<file path="config.mk">
export PLATFORM = sky130hd
export DESIGN_NAME = itsc_trunk
export DESIGN_NICKNAME = d
export VERILOG_FILES = /design/src/itsc_pkg.sv /design/src/itsc_order_dist.sv /design/src/itsc_trunk.sv
export VERILOG_INCLUDE_DIRS = /design/src /design/src/src
export SDC_FILE = /design/constraint.sdc
export NUM_CORES = 1
export LEC_CHECK = 0
export BUFFER_PORTS_ARGS = -buffer_cell sky130_fd_sc_hd__buf_2
export CORE_ASPECT_RATIO = 0.5
export CORE_MARGIN = 3
export CORE_UTILIZATION = 50
export DETAILED_ROUTE_END_ITERATION = 10
export PLACE_DENSITY = 0.67
export SYNTH_ARGS = -nofsm -noshare
export SYNTH_HDL_FRONTEND = slang
export SYNTH_SLANG_ARGS = --single-unit
</file>
<file path="constraint.sdc">
create_clock -name clock_i -period 1.95 [get_ports clock_i]
set_clock_uncertainty 0.15 [all_clocks]
set_input_delay 0 -clock clock_i [delete_from_list [all_inputs] [get_ports clock_i]]
set_output_delay 0 -clock clock_i [all_outputs]
set_load 0.03 [all_outputs]
</file>
<file path="src/itsc_defs.svh">
// Constants for the incoming trunk state controller.
// Assumes inclusion by bare name; definitions only.
`ifndef ITSC_DEFS_SVH
`define ITSC_DEFS_SVH

// Element bit positions in the state code
`define ITSC_BIT_A        0
`define ITSC_BIT_B        1
`define ITSC_BIT_C        2

// State codes
`define ITSC_ST_IDLE      3'h0
`define ITSC_ST_BYPASS    3'h1
`define ITSC_ST_LOC_FREE  3'h2
`define ITSC_ST_LOC_CHG   3'h3
`define ITSC_ST_RING      3'h4
`define ITSC_ST_TAN_FREE  3'h6
`define ITSC_ST_TAN_CHG   3'h7

// Order codes
`define ITSC_OP_RELEASE   2'h0
`define ITSC_OP_OPERATE   2'h1
`define ITSC_OP_LOAD      2'h2

// Distributor busy time
`define ITSC_BUSY_NS      25000000
`define ITSC_CLK_NS       4
`define ITSC_BUSY_CYC     (`ITSC_BUSY_NS / `ITSC_CLK_NS)
`define ITSC_CNT_W        23

`endif

</file>
<file path="src/itsc_pkg.sv">
// Types for the incoming trunk state controller.
// Assumes itsc_defs.svh is on the include path.
package itsc_pkg;

  typedef enum logic [2:0] {
    ITSC_IDLE     = 3'b000,
    ITSC_BYPASS   = 3'b001,
    ITSC_LOC_FREE = 3'b010,
    ITSC_LOC_CHG  = 3'b011,
    ITSC_RING     = 3'b100,
    ITSC_TAN_FREE = 3'b110,
    ITSC_TAN_CHG  = 3'b111
  } itsc_state_type;

  typedef struct packed {
    logic [2:0]  elem;
    logic        busy;
    logic [22:0] cnt;
    logic        valid;
  } itsc_dist_type;

  typedef struct packed {
    logic [2:0] elem;
    logic [2:0] code;
    logic       bypass;
    logic       sense0;
    logic       sense1;
    logic       rcv_req;
    logic       seized;
    logic       legal;
  } itsc_main_type;

endpackage

</file>
<file path="src/itsc_order_dist.sv">
// Order distributor: takes one element order, holds busy for the distributor time.
// Assumes the processor only orders while busy is low; orders while busy are dropped.
`timescale 1ns/1ps
`include "itsc_defs.svh"

module itsc_order_dist (
  input  wire logic       clock_i,
  input  wire logic       rst_i,
  input  wire logic       order_valid_i,
  input  wire logic [1:0] order_op_i,
  input  wire logic [2:0] order_elem_i,
  output logic      [2:0] elem_o,
  output logic            busy_o,
  output logic            done_o
);

  itsc_pkg::itsc_dist_type st_r;
  itsc_pkg::itsc_dist_type st_nxt;

  always_comb begin
    st_nxt = st_r;
    st_nxt.valid = 1'b0;
    if (st_r.busy) begin
      if (st_r.cnt == `ITSC_CNT_W'(`ITSC_BUSY_CYC - 1)) begin
        st_nxt.busy  = 1'b0;
        st_nxt.cnt   = '0;
        st_nxt.valid = 1'b1;
      end else begin
        st_nxt.cnt = st_r.cnt + `ITSC_CNT_W'(1);
      end
    end else if (order_valid_i) begin
      // Elements only move on an order
      unique case (order_op_i)
        `ITSC_OP_OPERATE: st_nxt.elem = st_r.elem | order_elem_i;
        `ITSC_OP_RELEASE: st_nxt.elem = st_r.elem & ~order_elem_i;
        default:          st_nxt.elem = order_elem_i;
      endcase
      st_nxt.busy = 1'b1;
    end
  end

  always_ff @(posedge clock_i) begin
    if (rst_i) begin
      st_r <= '0;
    end else begin
      st_r <= st_nxt;
    end
  end

  assign elem_o = st_r.elem;
  assign busy_o = st_r.busy;
  assign done_o = st_r.valid;

endmodule // itsc_order_dist

</file>
<file path="src/itsc_trunk.sv">
// Incoming trunk state controller: three control elements, seven states, two sense points.
// Assumes one 250 MHz clock and a processor that obeys the distributor busy flag.
`timescale 1ns/1ps
`include "itsc_defs.svh"

module itsc_trunk (
  input  wire logic       clock_i,
  input  wire logic       rst_i,
  // Orders from the processor
  input  wire logic       order_valid_i,
  input  wire logic [1:0] order_op_i,
  input  wire logic [2:0] order_elem_i,
  // Line supervision levels
  input  wire logic       far_seize_i,
  input  wire logic       calling_off_hook_i,
  // State and supervision back to the processor
  output logic      [2:0] elem_o,
  output logic      [2:0] state_code_o,
  output logic            state_legal_o,
  output logic            bypass_o,
  output logic            sense0_o,
  output logic            sense1_o,
  output logic            rcv_req_o,
  output logic            dist_busy_o,
  output logic            order_done_o
);

  // State table, code = {third, second, first}
  // 00 idle, nothing operated
  // 01 bypass, first only
  // 02 talk local free, second only
  // 03 talk local charge, first and second
  // 04 ring tone, third only
  // 05 no state; held and flagged
  // 06 talk tandem free, second and third
  // 07 talk tandem charge, all three

  // Registered state and its next value
  itsc_pkg::itsc_main_type st_r;
  itsc_pkg::itsc_main_type st_nxt;
  // Element set as the distributor holds it
  logic [2:0]              elem;
  logic                    busy;
  logic                    done;
  logic [2:0]              code_bits;

  // Decoded state groups and supervision steering
  logic                    in_idle;
  logic                    in_bypass;
  logic                    watch0;
  logic                    watch1;
  logic                    in_hole;
  logic                    seize_edge;
  logic                    rcv_set;
  logic                    rcv_clr;

  // Every element change comes through the distributor; none starts here
  // Busy and done are flops inside it and pass straight out
  itsc_order_dist u_dist (
    .clock_i       (clock_i),
    .rst_i         (rst_i),
    .order_valid_i (order_valid_i),
    .order_op_i    (order_op_i),
    .order_elem_i  (order_elem_i),
    .elem_o        (elem),
    .busy_o        (busy),
    .done_o        (done)
  );

  // One copy per element; element n drives code bit n
  for (genvar b = 0; b < 3; b++) begin : g_code_bit
    assign code_bits[b] = elem[b];
  end

  // Point 0 is watched in ring and talk states, point 1 only in idle
  always_comb begin
    // Defaults only; every code below sets all five
    in_idle   = 1'b0;
    in_bypass = 1'b0;
    watch0    = 1'b0;
    watch1    = 1'b0;
    in_hole   = 1'b0;
    unique case (code_bits)
      `ITSC_ST_IDLE: begin
        // All released; distant office watched
        in_idle   = 1'b1;
        in_bypass = 1'b0;
        watch0    = 1'b0;
        watch1    = 1'b1;
        in_hole   = 1'b0;
      end
      `ITSC_ST_BYPASS: begin
        // Receiver sees the bare facility
        in_idle   = 1'b0;
        in_bypass = 1'b1;
        watch0    = 1'b0;
        watch1    = 1'b0;
        in_hole   = 1'b0;
      end
      `ITSC_ST_LOC_FREE: begin
        // Calling line supervised on point 0
        in_idle   = 1'b0;
        in_bypass = 1'b0;
        watch0    = 1'b1;
        watch1    = 1'b0;
        in_hole   = 1'b0;
      end
      `ITSC_ST_LOC_CHG: begin
        // Local talk with charging
        in_idle   = 1'b0;
        in_bypass = 1'b0;
        watch0    = 1'b1;
        watch1    = 1'b0;
        in_hole   = 1'b0;
      end
      `ITSC_ST_RING: begin
        // Ring tone back to the caller
        in_idle   = 1'b0;
        in_bypass = 1'b0;
        watch0    = 1'b1;
        watch1    = 1'b0;
        in_hole   = 1'b0;
      end
      `ITSC_ST_TAN_FREE: begin
        // Tandem talk without charging
        in_idle   = 1'b0;
        in_bypass = 1'b0;
        watch0    = 1'b1;
        watch1    = 1'b0;
        in_hole   = 1'b0;
      end
      `ITSC_ST_TAN_CHG: begin
        // Tandem talk with charging
        in_idle   = 1'b0;
        in_bypass = 1'b0;
        watch0    = 1'b1;
        watch1    = 1'b0;
        in_hole   = 1'b0;
      end
      default: begin
        // Code 05 has no defined state
        in_idle   = 1'b0;
        in_bypass = 1'b0;
        watch0    = 1'b0;
        watch1    = 1'b0;
        in_hole   = 1'b1;
      end
    endcase
  end

  // Edge against last cycle's copy; reset clears the copy to the idle level
  assign seize_edge = far_seize_i && !st_r.seized;
  // Request rises only on a fresh seizure seen while idle
  assign rcv_set = in_idle && seize_edge;
  // Leaving idle means the processor has acted on the request
  assign rcv_clr = !in_idle;

  always_comb begin
    st_nxt        = st_r;
    st_nxt.elem   = elem;
    st_nxt.code   = code_bits;
    // Code 05 is held as ordered, only flagged
    st_nxt.legal  = !in_hole;
    // Bridges out; clear metallic path to the receiver
    st_nxt.bypass = in_bypass;
    st_nxt.seized = far_seize_i;
    // Sense points read zero outside the states that watch them
    // Point 1 supervises the distant office
    st_nxt.sense1 = watch1 && far_seize_i;
    // Point 0 supervises the calling line
    st_nxt.sense0 = watch0 && calling_off_hook_i;
    // Set wins over clear, though both cannot fall in one cycle
    if (rcv_set) begin
      st_nxt.rcv_req = 1'b1;
    end else if (rcv_clr) begin
      st_nxt.rcv_req = 1'b0;
    end
  end

  // Reset releases every element and leaves the code legal
  always_ff @(posedge clock_i) begin
    if (rst_i) begin
      st_r <= '0;
      st_r.legal <= 1'b1;
    end else begin
      st_r <= st_nxt;
    end
  end

  // Outputs are all flops of the state copy or of the distributor
  assign elem_o        = st_r.elem;
  assign state_code_o  = st_r.code;
  assign state_legal_o = st_r.legal;
  assign bypass_o      = st_r.bypass;
  assign sense0_o      = st_r.sense0;
  assign sense1_o      = st_r.sense1;
  assign rcv_req_o     = st_r.rcv_req;
  assign dist_busy_o   = busy;
  // Done pulse marks the end of the busy time
  assign order_done_o  = done;

endmodule // itsc_trunk

</file>
Yosys cells after proc, flatten, opt, wreduce, memory -nomap -nowiden
Cells that the tools add are included.

word-level totals
  register bits = 37
  bits in latches = 0
  memory bits (writable) = 0
  ROM bits = 0
  bits of input ports = 10
  output and inout bits = 13
  word-level logic and storage cells = 47
  memories = 0

cells by class
  add/sub/neg operators = 1
  multipliers = 0
  divide/modulo/power cells = 0
  magnitude comparators = 0
  eq/ne operators = 9
  shift-type cells = 0
  mux-type cells = 11
  bitwise gates (word level) = 4
  reduce and logical (&&, ||, !) cells = 11

operator list
  cell                   count
  $add 23x1->23 const B  1
  $eq 23x23->1 const B   1
  $mux 23                1
  $eq 3x3->1 const B     3
  $mux 1                 9
  $reduce_or 7->1        1
  $eq 3x2->1 const B     2
  $pmux 3 s2             1
  $reduce_or 5->1        1
  $logic_and 1x1->1      4
  $and 3x3->3            1
  $eq 3x1->1 const B     1
  $logic_not 3->1        1
  $not 3->3              1
  $or 3x3->3             1
  $eq 2x1->1 const B     1
  $logic_not 2->1        1
  $ne 2x1->1 const B     1
  $reduce_and 2->1       1
  $reduce_or 2->1        1
  $logic_not 1->1        1
  $not 1->1              1

Depth between registers and ports, before layout
Gate-level depths: netlist of run 1.

  word-level depth = 4
  gate-level depth with buffers = 6
  depth with buffers taken out = 5

Modules after synthesis
Synthesis of run 1 repeated with hierarchy kept, for this count alone.

unflattened totals
  cells, all modules = 188
  area total of the unflattened synthesis = 1709.1 um^2

by module, submodules not included
  module           instances  cells an instance  area each (um^2)  sequential area each (um^2)
  itsc_order_dist  1          158                1388.8            560.5
  itsc_trunk       1          30                 320.3             180.2

Least setup slack after synthesis of run 1
OpenSTA, ideal clock, no wires.

  kind = reg2reg
  start = register u_dist.st_r (netlist bit u_dist.busy_o)
  end = register u_dist.st_r[23] (netlist name)
  setup time = 130 ps
  data arrival time = 1490 ps
  data required time = 1670 ps
  path slack = 180 ps
  stages on the path, launching flop included = 6
  path buffers = 2
  clock period less this slack = 1770 ps
  cells stage by stage = dfxtp_1 > buf_2 > nand4_1 > o31ai_1 > buf_2 > a21oi_1

RTL lines
  item                    RTL line               RTL
  start, declared         itsc_order_dist.sv:17  itsc_pkg::itsc_dist_type st_r;
  start signal, assigned  itsc_order_dist.sv:46  st_r <= st_nxt;

Worst setup path after layout of run 1
  start = register u_dist.st_r (netlist bit u_dist.busy_o)
  end = register u_dist.st_r (netlist bit u_dist.elem_o[0])

on the way
  cells in the longest elaborated chain, start to end = 2

RTL lines
  item
  $not 1->1 (no source line)
  $reduce_and 2->1 (no source line)

Every way passes these cells.
A chain may end at the register's enable or synchronous reset.

==> results.md, run 1 <==
- Final Cycle Share: 94.05%
- Share of cells above drive strength 1: 22.32%
- Ys flop type: dfxtp_1
- Worst vdd ir: 0.3723 mV
- Largest net degree at the start of global routing: 15
- Port-buffer cells: 22
- CTS tree: yes
- Total GRT Usage: 18.02%
- Wire per inst: 13.37 µm
- Gr busiest metal: met2
- Core area: a little over 0.003 mm²
- Final core utilization: approximately 65%
- Tmin final: approximately 1.8 ns
- GP Congestion: 0.8131
- H-tree depth: 2
- Yosys reg bits: 37
- Final setup fails: 0
- Max Freq: between 0.5 and 0.6 GHz
- CP max stage cell: dlygate4sd3_1
- Final HPWL DP: 2.508 mm
- Die Span Y: 46.99 µm
- Worst setup path class: flip-flop to flip-flop
- Yosys top cell by area: dfxtp_1
- Initial antenna violation count: 0
- Final wirelength: 3.530 mm
- Clock latency on the worst-skew pair: 0.28 ns
- Pre-antenna DRT Iters: 4
- HP Class: input port to flip-flop
- Async SR Flop Fraction: 0%
- Die ar.: 0.004134 mm²
- Vias in the first global route: 1329
- Post-layout net count: 234
- Max Root-Sink Buffers: 2
- Final setup TNS: 0 ns
- Outcome: finished, final reports clean
- Leading post-synthesis cells by cell area: dfxtp_1 44%, nor2_1 4.9%, xor2_1 3.6%
- CTS root buf: clkbuf_8
- Num CTS Buffers: 5
- Leak: approximately 0.77 nW
- PD cells: between 700 and 800 mW/mm²
- Initial core utilization: 54.20%
- RSZ-0062 raised after global routing: false
- DRC violations left: 0
- Met2 Track Usage GR: 30.39%
- Required time worst endpoint: around 2.0 ns
- CTS Sinks: 37
- Synthesis-to-finish area growth: 19.43%
- Setup WS post-layout: 0.1160 ns
- Fin. Hold Viols: 0
- Number of instances in the placed design: around 250
- Final cell count without fillers: 264
- Startpoint types: flip-flop
- Cell Area, Synth: 0.001680 mm²
- Cells after Synth: 188
- Worst path max stage delay: between 0.5 and 0.6 ns
- Place WS: 0.03876 ns
- Rows: 14
- Worst slew pin tran: 0.4063 ns
- Post-synthesis sequential area ratio: between 40 and 50%
- Mapped Nets: 199
- Critical Path AT: 1.91 ns
- Top-area cell type share of the netlist area: 44.08%
- M3 GR Usage: around 6.5%
- Critical path capture point type: flip-flop
- Vias/cell: 5.553
- Fillers: 277
- Initial drt markers: 71
- Number of max-cap violations: 0
- Max_slew headroom: between 70 and 80%
- Critical-path maximum fanout: 10
- Yosys warning total: 0
- Synth unique cells: 45
- Slew Limit Fails: 0
- GRT Residual Overflow: 0
- Met1 usage: approximately 22%
- Routed vias: between 1k and 1.5k
- Clock slew at reported path FFs: about 0.070 ns
- First-pass GRT wire length: 5.651 mm
- Routed Antenna Nets: 0
- Area of the multi-input gates: 823.3 µm²
- Crit-path cells: buf_4 -> nor2b_2 -> o21a_1 -> a22oi_1 -> dlygate4sd3_1 -> nor2_1
- Synth Area per Inst: 8.938 µm²
- # diodes: 0
- Register area: 742.0 µm²
- Post-synth EDFFs: 0
- DIE WIDTH: 87.99 µm
- Total I/O pin count: 23
## synthesized netlist by cell type (5+ instances only)
master	count
nand4_1	9
inv_1	6
or3_1	6
dfxtp_1	37
nor2_1	22
nand3_1	7
buf_4	7
nand2_1	8
xor2_1	7
a21oi_1	12
o21ai_0	9
xnor2_1	5
## what timing repair did
| item | 4_1_cts | 5_1_grt |
|---|---|---|
| hold endpoints to repair | 15 | 0 |
| hold buffers | 9 | 0 |
| endpoints found under the setup margin | 0 | 22 |
| resized for setup | 0 | 3 |
| buffers inserted | 0 | 1 |
## layer usage
| layer | share of wire (%) | up-vias |
|---|---|---|
| met5 | 0 | - |
| met3 | 6.9 | 4 |
| li1 | - | 736 |
| met4 | 0.59 | 0 |
| met2 | 45 | 36 |
| met1 | 47 | 690 |
## flip-flops by register name, indices dropped and copies added, names as in the netlist
register / cells
u_dist.busy_o: 1
sense1_o: 1
u_dist.done_o: 1
rcv_req_o: 1
u_dist.st_r: 23
st_r: 1
sense0_o: 1
state_legal_o: 1
state_code_o: 3
bypass_o: 1
u_dist.elem_o: 3
## layout by cell type (no fill, tap or decap), types with 3 or more instances in the layout
cell type,instances
nand3_1,7
clkbuf_8,5
nand4_1,9
and4_1,4
inv_1,6
a21oi_1,12
nor3_1,3
dfxtp_1,36
nor2b_1,3
xor2_1,7
o21ai_0,9
nor2_1,22
dlygate4sd3_1,9
buf_4,11
nand2_1,8
buf_2,22
nor4_1,3
a22oi_1,3
or3_1,6
xnor2_1,5
## metrics by stage
step | instance area (µm²) | hold slack [ns] | total power, mW
after CTS | 1989 | 0.006789 | 1.425
after detailed placement | 1813 | 0.08227 | 0.8911
final | 2007 | 0.01090 | 1.413
after floorplan | 1680 | -0.07839 | 0.8642
after global placement | 1813 | 0.06594 | 0.8892
after global routing | 2007 | 0.08261 | 1.471
## worst max-delay path: cells and delay by family (launching register included)
family                 cells  cell delay [ns]
buffers and inverters      2             0.73
flip-flops                 1             0.37
AO/OA/AOI/OAI              2             0.29
AND/OR/NAND/NOR            2             0.24
## kinds of logic after synthesis
family                   count (synthesis)  share of synthesized area [%]
flip-flops                              37                          44.08
AO/OA/AOI/OAI                           32                          11.09
AND/OR/NAND/NOR                         86                          30.08
XOR/XNOR                                12                          6.255
adder cells (fa/ha/maj)                  1                         0.7445
buffers and inverters                   20                          7.744
## cell type report
cell class	instances	area share, %
Multi-Input combinational cell	131	41.02
Sequential cell	37	36.97
Clock buffer	5	3.429
Clock inverter	3	0.8728
Inverter	6	1.122
Timing Repair Buffer	42	14.09
Tap cell	40	2.494
## path summary, 6_finish.rpt
path                                      start                            end  slack (ns)  cells after the start
setup / recovery       u_dist.busy_o$_SDFF_PP0_  u_dist.elem_o[0]$_SDFFE_PP0P_        0.12                      6
hold / removal                    order_op_i[0]  u_dist.elem_o[2]$_SDFFE_PP0P_        0.01                      4
setup reg to reg       u_dist.busy_o$_SDFF_PP0_  u_dist.elem_o[0]$_SDFFE_PP0P_        0.12                      6
hold reg to reg   u_dist.elem_o[2]$_SDFFE_PP0P_       state_legal_o$_SDFF_PP1_        0.31                      1
## power by group
part | internal (mW) | switching [mW] | total, mW
clock | 0.247 | 0.275 | 0.522
sequential | 0.771 | 0.0125 | 0.783
combinational | 0.0483 | 0.0594 | 0.108
Power figures use the tool's default switching activity.
==> run 2: changes to the inputs <==
Settings changed: CAP_MARGIN set to 20, CELL_PAD_IN_SITES_DETAIL_PLACEMENT set to 1, CELL_PAD_IN_SITES_GLOBAL_PLACEMENT set to 1, CORE_UTILIZATION 50 to 42, PLACE_DENSITY 0.67 to 0.73, REMOVE_ABC_BUFFERS set to 1.
==> run 2 against run 1 <==
- final cell count increased by 3.0%
- highest routed layer unchanged
- wire length grew 13%
- sequential share of layout area about the same
- critical path type unchanged
- via count is 0.41% lower
- power up 0.69%
- worst hold slack got worse by 0.0037 ns
==> results.md, run 2 (synthesis gave the netlist of run 1 again) <==
- Outcome: finished, final reports clean
- Final Cycle Share: 94.77% (+0.72 points)
- Initial antenna violation count: 0 (unchanged)
- Leak: 0.7589 nW (-1.4%)
- Post-layout net count: 231 (-1.3%)
- Total power: 1.423 mW (+0.69%)
- Share of cells above drive strength 1: 22.17% (-0.15 points)
- Post-CTS Setup Bufs: 0 (unchanged)
- HP Class: input port to flip-flop
- Critical-path maximum fanout: 7 (-3)
- Routed Antenna Nets: 0 (unchanged)
- Die Span Y: 50.73 µm (+7.9%)
- H-tree depth: 2 (unchanged)
- Total I/O pin count: 23 (unchanged)
- Largest net degree at the start of global routing: 21 (+6)
- Final cell count without fillers: 272 (+3.0%)
- Final wirelength: 4.006 mm (+13%)
- CTS Sinks: 37 (unchanged)
- Max Freq: 0.5411 GHz (-0.76%)
- Initial core utilization: 46.39% (-7.8 points)
- Number of max-cap violations: 0 (unchanged)
- Worst slew pin tran: 0.3124 ns (-0.09382 ns)
- Critical Path AT: 1.92 ns (about the same)
- PD cells: 709.3 mW/mm² (+0.75%)
- DRC violations left: 0 (unchanged)
- Number of flip-flops in the largest register: 23 (unchanged)
- Slew Limit Fails: 0 (unchanged)
- Max_slew headroom: 78.98% (+6.3 points)
- Vias/cell: 5.368 (-3.3%)
- Initial drt markers: 29 (-59%)
- Die ar.: 0.004842 mm² (+17%)
- Synthesis-to-finish area growth: 19.36% (about the same)
- Clock latency on the worst-skew pair: 0.29 ns (about the same)
- Final HPWL DP: 2.838 mm (+13%)
- GRT Residual Overflow: 0 (unchanged)
- Final setup fails: 0 (unchanged)
- Required time worst endpoint: 2.02 ns (about the same)
- Core area: 0.003622 mm² (+17%)
- Rows: 15 (+1)
- Fin. Hold Viols: 0 (unchanged)
- Routed vias: 1460 (-0.41%)
- Most common cell after layout, fill and taps aside: dfxtp_1
- Tmin final: 1.848 ns (+0.01397 ns)
- # diodes: 0 (unchanged)
- Port-buffer cells: 22 (unchanged)
- Worst setup path class: flip-flop to flip-flop
- Most frequent cells in the layout: 37 x dfxtp_1, 22 x nor2_1, 22 x buf_2
- Startpoint types: flip-flop
- Number of instances in the placed design: 255 (+3.7%)
- R2r setup slk: 0.10 ns (about the same)
- DIE WIDTH: 95.45 µm (+8.5%)
- Vias in the first global route: 1458 (+9.7%)
- Max Root-Sink Buffers: 2 (unchanged)
- GP Congestion: 0.8533 (+4.9%)
- First-pass GRT wire length: 6.713 mm (+19%)
- Critical path capture point type: flip-flop
- Total GRT Usage: 18.06% (+0.038 points)
- Pre-antenna DRT Iters: 4 (unchanged)
- Worst vdd ir: 0.3409 mV (-8.4%)
- Clock slew at reported path FFs: 0.08 ns (about the same)
- Wire per inst: 14.73 µm (+10%)
- Most flops, register: u_dist.st_r
- CTS root buf: clkbuf_8
- Num CTS Buffers: 5 (unchanged)
- CTS tree: yes
run 2: timing repair:
item                                    in CTS  in global routing
gates resized for setup                      1                  4
pin swaps                                    0                  0
endpoints found under the setup margin      13                 22
hold buffers                                 9                  0
hold endpoints to repair                    15                  0
run 2: through the flow:
stage | worst slack (ns) | hold slack [ns] | util [%] | instance area [µm²] | setup TNS, ns
after detailed placement | 0.07309 | 0.07836 | 50.02 | 1812 | 0
after CTS | 0.004997 | 0.0003705 | 55.06 | 1994 | 0
after global routing | -0.006428 | 0.03236 | 55.37 | 2006 | -0.006428
final | 0.1020 | 0.007239 | 55.37 | 2006 | 0
after floorplan | -0.6732 | -0.08331 | - | 1573 | -13.17
after global placement | 0.1186 | 0.07391 | 50.02 | 1812 | 0
run 2: layout make-up:
| type | instances | area (µm²) |
|---|---|---|
| fill | 428 | 1617 |
| multi-input combinational | 131 | 832.0 |
| sequential | 37 | 740.7 |
| inverter | 6 | 22.52 |
| clock buffer | 5 | 68.82 |
| clock inverter | 3 | 17.52 |
| timing repair buffer | 39 | 260.3 |
| tap | 51 | 63.81 |
run 2: metal layers:
layer | wire length (µm) | GRT usage (%)
met5 | 0 | 0
met4 | 25 | 4.245
met3 | 227 | 5.090
met2 | 1742 | 30.13
met1 | 2010 | 23.18
run 2: worst paths after layout:
path         depth (start not counted)                             to                           from
max reg2reg                          4   u_dist.st_r[22]$_SDFFE_PP0P_    u_dist.st_r[5]$_SDFFE_PP0P_
min reg2reg                          1       state_legal_o$_SDFF_PP1_  u_dist.elem_o[2]$_SDFFE_PP0P_
min                                  4  u_dist.elem_o[2]$_SDFFE_PP0P_                  order_op_i[0]
max                                  4   u_dist.st_r[22]$_SDFFE_PP0P_    u_dist.st_r[5]$_SDFFE_PP0P_
run 2: where the power goes:
| group | internal, mW | leakage, nW | switching, mW |
|---|---|---|---|
| clock network | 0.247 | 0.0439 | 0.284 |
| logic | 0.0471 | 0.415 | 0.0609 |
| registers | 0.771 | 0.300 | 0.0130 |
run 2: worst max-delay path, stage by stage, from the launching register on:
cell and delay, ns:
dfxtp_1 0.45, and4_2 0.37, nand4_4 0.16, or4_1 0.50, a21oi_1 0.16
==> run 3: changes to the inputs <==
Settings changed: BUFFER_PORTS_ARGS -buffer_cell sky130_fd_sc_hd__buf_2 to not set, CORE_UTILIZATION 42 to 46, DONT_BUFFER_PORTS set to 1, PLACE_DENSITY 0.73 to 0.72, SETUP_SLACK_MARGIN set to 0.4.
==> run 3 against run 2 <==
- the run now fails in global routing
- synthesized cell count stayed put
- synthesized area stayed put
==> results.md, run 3 <==
- Placed inst area: 0.001720 mm² (-5.0%)
- Ys flop type: dfxtp_1
- Port-buffer cells: 0 (-100%)
- Final HPWL DP: 2.876 mm (+1.3%)
- Cells after Synth: 188 (unchanged)
- Yosys top cell by area: dfxtp_1
- CTS Sinks: 37 (unchanged)
- GP Congestion: 0.7354 (-14%)
- Max Root-Sink Buffers: 2 (unchanged)
- Synth Area per Inst: 8.938 µm² (unchanged)
- Post-synthesis sequential area ratio: 44.08% (unchanged)
- Combinational family with the most area after synthesis: simple AND/OR/NAND/NOR gates
- Worst_ep grt: u_dist.st_r[15]$_SDFFE_PP0P_/D
- Total I/O pin count: 23 (unchanged)
- Initial core utilization: 51.85% (+5.5 points)
- Mux share of post-synthesis cell area: 0% (unchanged)
- Rows: 14 (-1)
- H-tree depth: 2 (unchanged)
- Cell Area, Synth: 0.001680 mm² (unchanged)
- Adder-cell area share of the yosys netlist: 0.7446% (unchanged)
- Synth unique cells: 45 (unchanged)
- Post-synth EDFFs: 0 (unchanged)
- DIE WIDTH: 91.48 µm (-4.2%)
- Synth Area in Simple Gates: 30.08% (unchanged)
- Async SR Flop Fraction: 0% (unchanged)
- Most common cell in the netlist: dfxtp_1
- Largest net degree at the start of global routing: 15
- Die Span Y: 48.74 µm (-3.9%)
- Exit stage: global routing
- Leading post-synthesis cells by cell area: dfxtp_1 44%, nor2_1 4.9%, xor2_1 3.6%
- Num CTS Buffers: 5 (unchanged)
- Outcome: stopped before the end
- Post-synth top cells: 37 x dfxtp_1, 22 x nor2_1, 12 x a21oi_1, 9 x nand4_1, 9 x o21ai_0
- First error: [ERROR DPL-0033] detailed placement checks failed during check placement.
- XOR/XNOR share of the synthesized area: 6.255% (unchanged)
- CTS root buf: clkbuf_8
- Yosys reg bits: 37 (unchanged)
- Compound-cell area share of the yosys netlist: 11.09% (unchanged)
- Yosys warning total: 0 (unchanged)
- Initial antenna violation count: 0
- WEP type: sequential cell input
- Top-area cell type share of the netlist area: 44.08% (unchanged)
[run 3: cell counts after synthesis]
No cell type changed its count.
[run 3: logic make-up after synthesis]
kind of cell / Yosys count
and+or+nand+nor: 86
DFF: 37
adders and majority gates: 1
AOI/OAI and AO/OA: 32
buffers and inverters: 20
xor gates and xnor gates: 12
[run 3: repair_timing]
| action | 4_1_cts |
|---|---|
| pin swaps | 22 |
| hold endpoints to repair | 37 |
| cloned | 1 |
| hold buffers | 7 |
| resized for setup | 51 |
| setup endpoints to repair | 24 |
| setup buffers | 16 |
[run 3: stage by stage]
| stage | std cells | setup WS, ns | setup TNS [ns] |
|---|---|---|---|
| CTS | 265 | 0.2676 | 0 |
| detailed placement | 233 | 0.03794 | 0 |
| global placement | 233 | 0.08047 | 0 |
| floorplan | 174 | -0.6732 | -13.17 |
==> run 4: changes to the inputs <==
Settings changed: CELL_PAD_IN_SITES_DETAIL_PLACEMENT 1 to not set, CELL_PAD_IN_SITES_GLOBAL_PLACEMENT 1 to not set, CORE_ASPECT_RATIO 0.5 to not set, CORE_UTILIZATION 46 to 35, PLACE_DENSITY 0.72 to not set, PLACE_DENSITY_LB_ADDON set to 0.15, SETUP_SLACK_MARGIN 0.4 to not set.
==> run 4 against run 3 <==
- the flow now finishes without violations
==> results.md, run 4 (synthesis gave the netlist of run 1 again) <==
- Share of cells above drive strength 1: 12.87%
- Number of flip-flops in the largest register: 23
- Outcome: finished, final reports clean
- Initial antenna violation count: 0
- Slew Limit Fails: 0
- Final Cycle Share: 92.89%
- Pre-antenna DRT Iters: 4
- Required time worst endpoint: slightly above 2 ns
- Wire per inst: 13.71 µm
- Port-buffer cells: 0 (unchanged)
- Final wirelength: 3.483 mm
- Initial core utilization: 37.31% (-15 points)
- Core area: ~0.0045 mm²
- Total GRT Usage: 13.46%
- Setup WS post-layout: 0.1386 ns
- H-tree depth: 2 (unchanged)
- CTS root buf: clkbuf_8
- Max Freq: 0.5521 GHz
- Critical path capture point type: flip-flop
- DIE WIDTH: 75.29 µm (-18%)
- Synthesis-to-finish area growth: 16.60%
- GRT Residual Overflow: 0
- Routed Antenna Nets: 0
- Critical-path maximum fanout: 7
- # diodes: 0
- Rows: 24 (+10)
- First-pass GRT wire length: 5.761 mm
- Critical Path AT: 1.89 ns
- Largest net degree at the start of global routing: 21
- Number of max-cap violations: 0
- Worst slew pin tran: 0.5680 ns
- Fin. Hold Viols: 0
- Tmin final: 1.811 ns
- Max_slew headroom: 62.08%
- Num CTS Buffers: 5 (unchanged)
- Leak: 0.6977 nW
- Vias in the first global route: 1292
- Final core utilization: 43.50%
- Most common cell after layout, fill and taps aside: dfxtp_1
- Clock slew at reported path FFs: 0.07 ns
- PD cells: 844.2 mW/mm²
- Final setup fails: 0
- Startpoint types: flip-flop
- CTS Sinks: 37 (unchanged)
- Total I/O pin count: 23 (unchanged)
- Place WS: 0.1038 ns (+0.06591 ns)
- Worst setup path class: flip-flop to flip-flop
- Post-layout net count: 212
- Worst vdd ir: 0.4153 mV
- Routed vias: approximately 1.4k
- Final HPWL DP: 2.495 mm (-13%)
- Die Span Y: 75.29 µm (+54%)
- Die ar.: 0.005669 mm²
- Most frequent cells in the layout: 37 x dfxtp_1, 22 x nor2_1, 12 x a21oi_1
- Clock latency on the worst-skew pair: 0.29 ns
- Max Root-Sink Buffers: 2 (unchanged)
- DRC violations left: 0
- Vias/cell: 5.354
- Initial drt markers: 74
- Most flops, register: u_dist.st_r
- R2r setup slk: ~0.14 ns
- GP Congestion: 0.8318 (+13%)
- Total power: 1.654 mW
- CTS tree: yes
- HP Class: input port to flip-flop
[run 4: critical path, cell delays in order (launching register included)]
cell	delay [ns]
dfxtp_1	0.45
and4_2	0.36
nand4_4	0.15
or4_1	0.49
a21oi_1	0.15
[run 4: where the power goes]
group,internal (mW),leakage (nW),total (mW),switching [mW]
clock network,0.508,0.0681,0.781,0.273
registers,0.771,0.300,0.802,0.0313
logic,0.0338,0.330,0.0706,0.0368
total,1.31,0.698,1.65,0.341
[run 4: layout make-up]
type	instances	area [µm²]
multi-input combinational	131	822.0
inverter	6	22.52
clock buffer	5	68.82
clock inverter	3	65.06
sequential	37	740.7
tap	52	65.06
fill	451	2545
timing repair buffer	20	175.2
[run 4: stage by stage]
| step | hold WS [ns] | instances | cell area [µm²] | TNS, ns |
|---|---|---|---|---|
| floorplan | -0.08331 | 174 | 1573 | -13.17 |
| global placement | -0.08039 | 235 | 1710 | 0 |
| detailed placement | -0.07833 | 235 | 1710 | 0 |
| CTS | 0.2544 | 253 | 1944 | 0 |
| global route | 0.2592 | 254 | 1959 | -0.0009039 |
| finish | 0.2602 | 254 | 1959 | 0 |
[run 4: repair_timing]
item                                   in CTS  in global routing
hold buffers                               10                  0
buffers inserted                            0                  1
endpoints found under the hold margin      20                  0
gates resized for setup                     0                  2
setup endpoints to repair                   0                 20
[run 4: final timing paths]
check | cells after the start | end | startpoint
worst max-delay path | 4 | u_dist.st_r[22]$_SDFFE_PP0P_ | u_dist.st_r[5]$_SDFFE_PP0P_
worst min-delay path | 3 | u_dist.busy_o$_SDFF_PP0_ | order_valid_i
worst max register to register | 4 | u_dist.st_r[22]$_SDFFE_PP0P_ | u_dist.st_r[5]$_SDFFE_PP0P_
worst min register to register | 1 | state_legal_o$_SDFF_PP1_ | u_dist.elem_o[2]$_SDFFE_PP0P_
[run 4: routing by layer]
metal  part of all wire [%]  vias to the layer above  global-route usage [%]  routed length [µm]
met2                     46                       26                   22.53                1597
met4                    1.9                        0                   6.019                  65
met1                     48                      636                   15.91                1684
li1                       -                      689                       -                   -
met3                    3.9                        9                   3.958                 135
met5                      0                        -                       0                   0
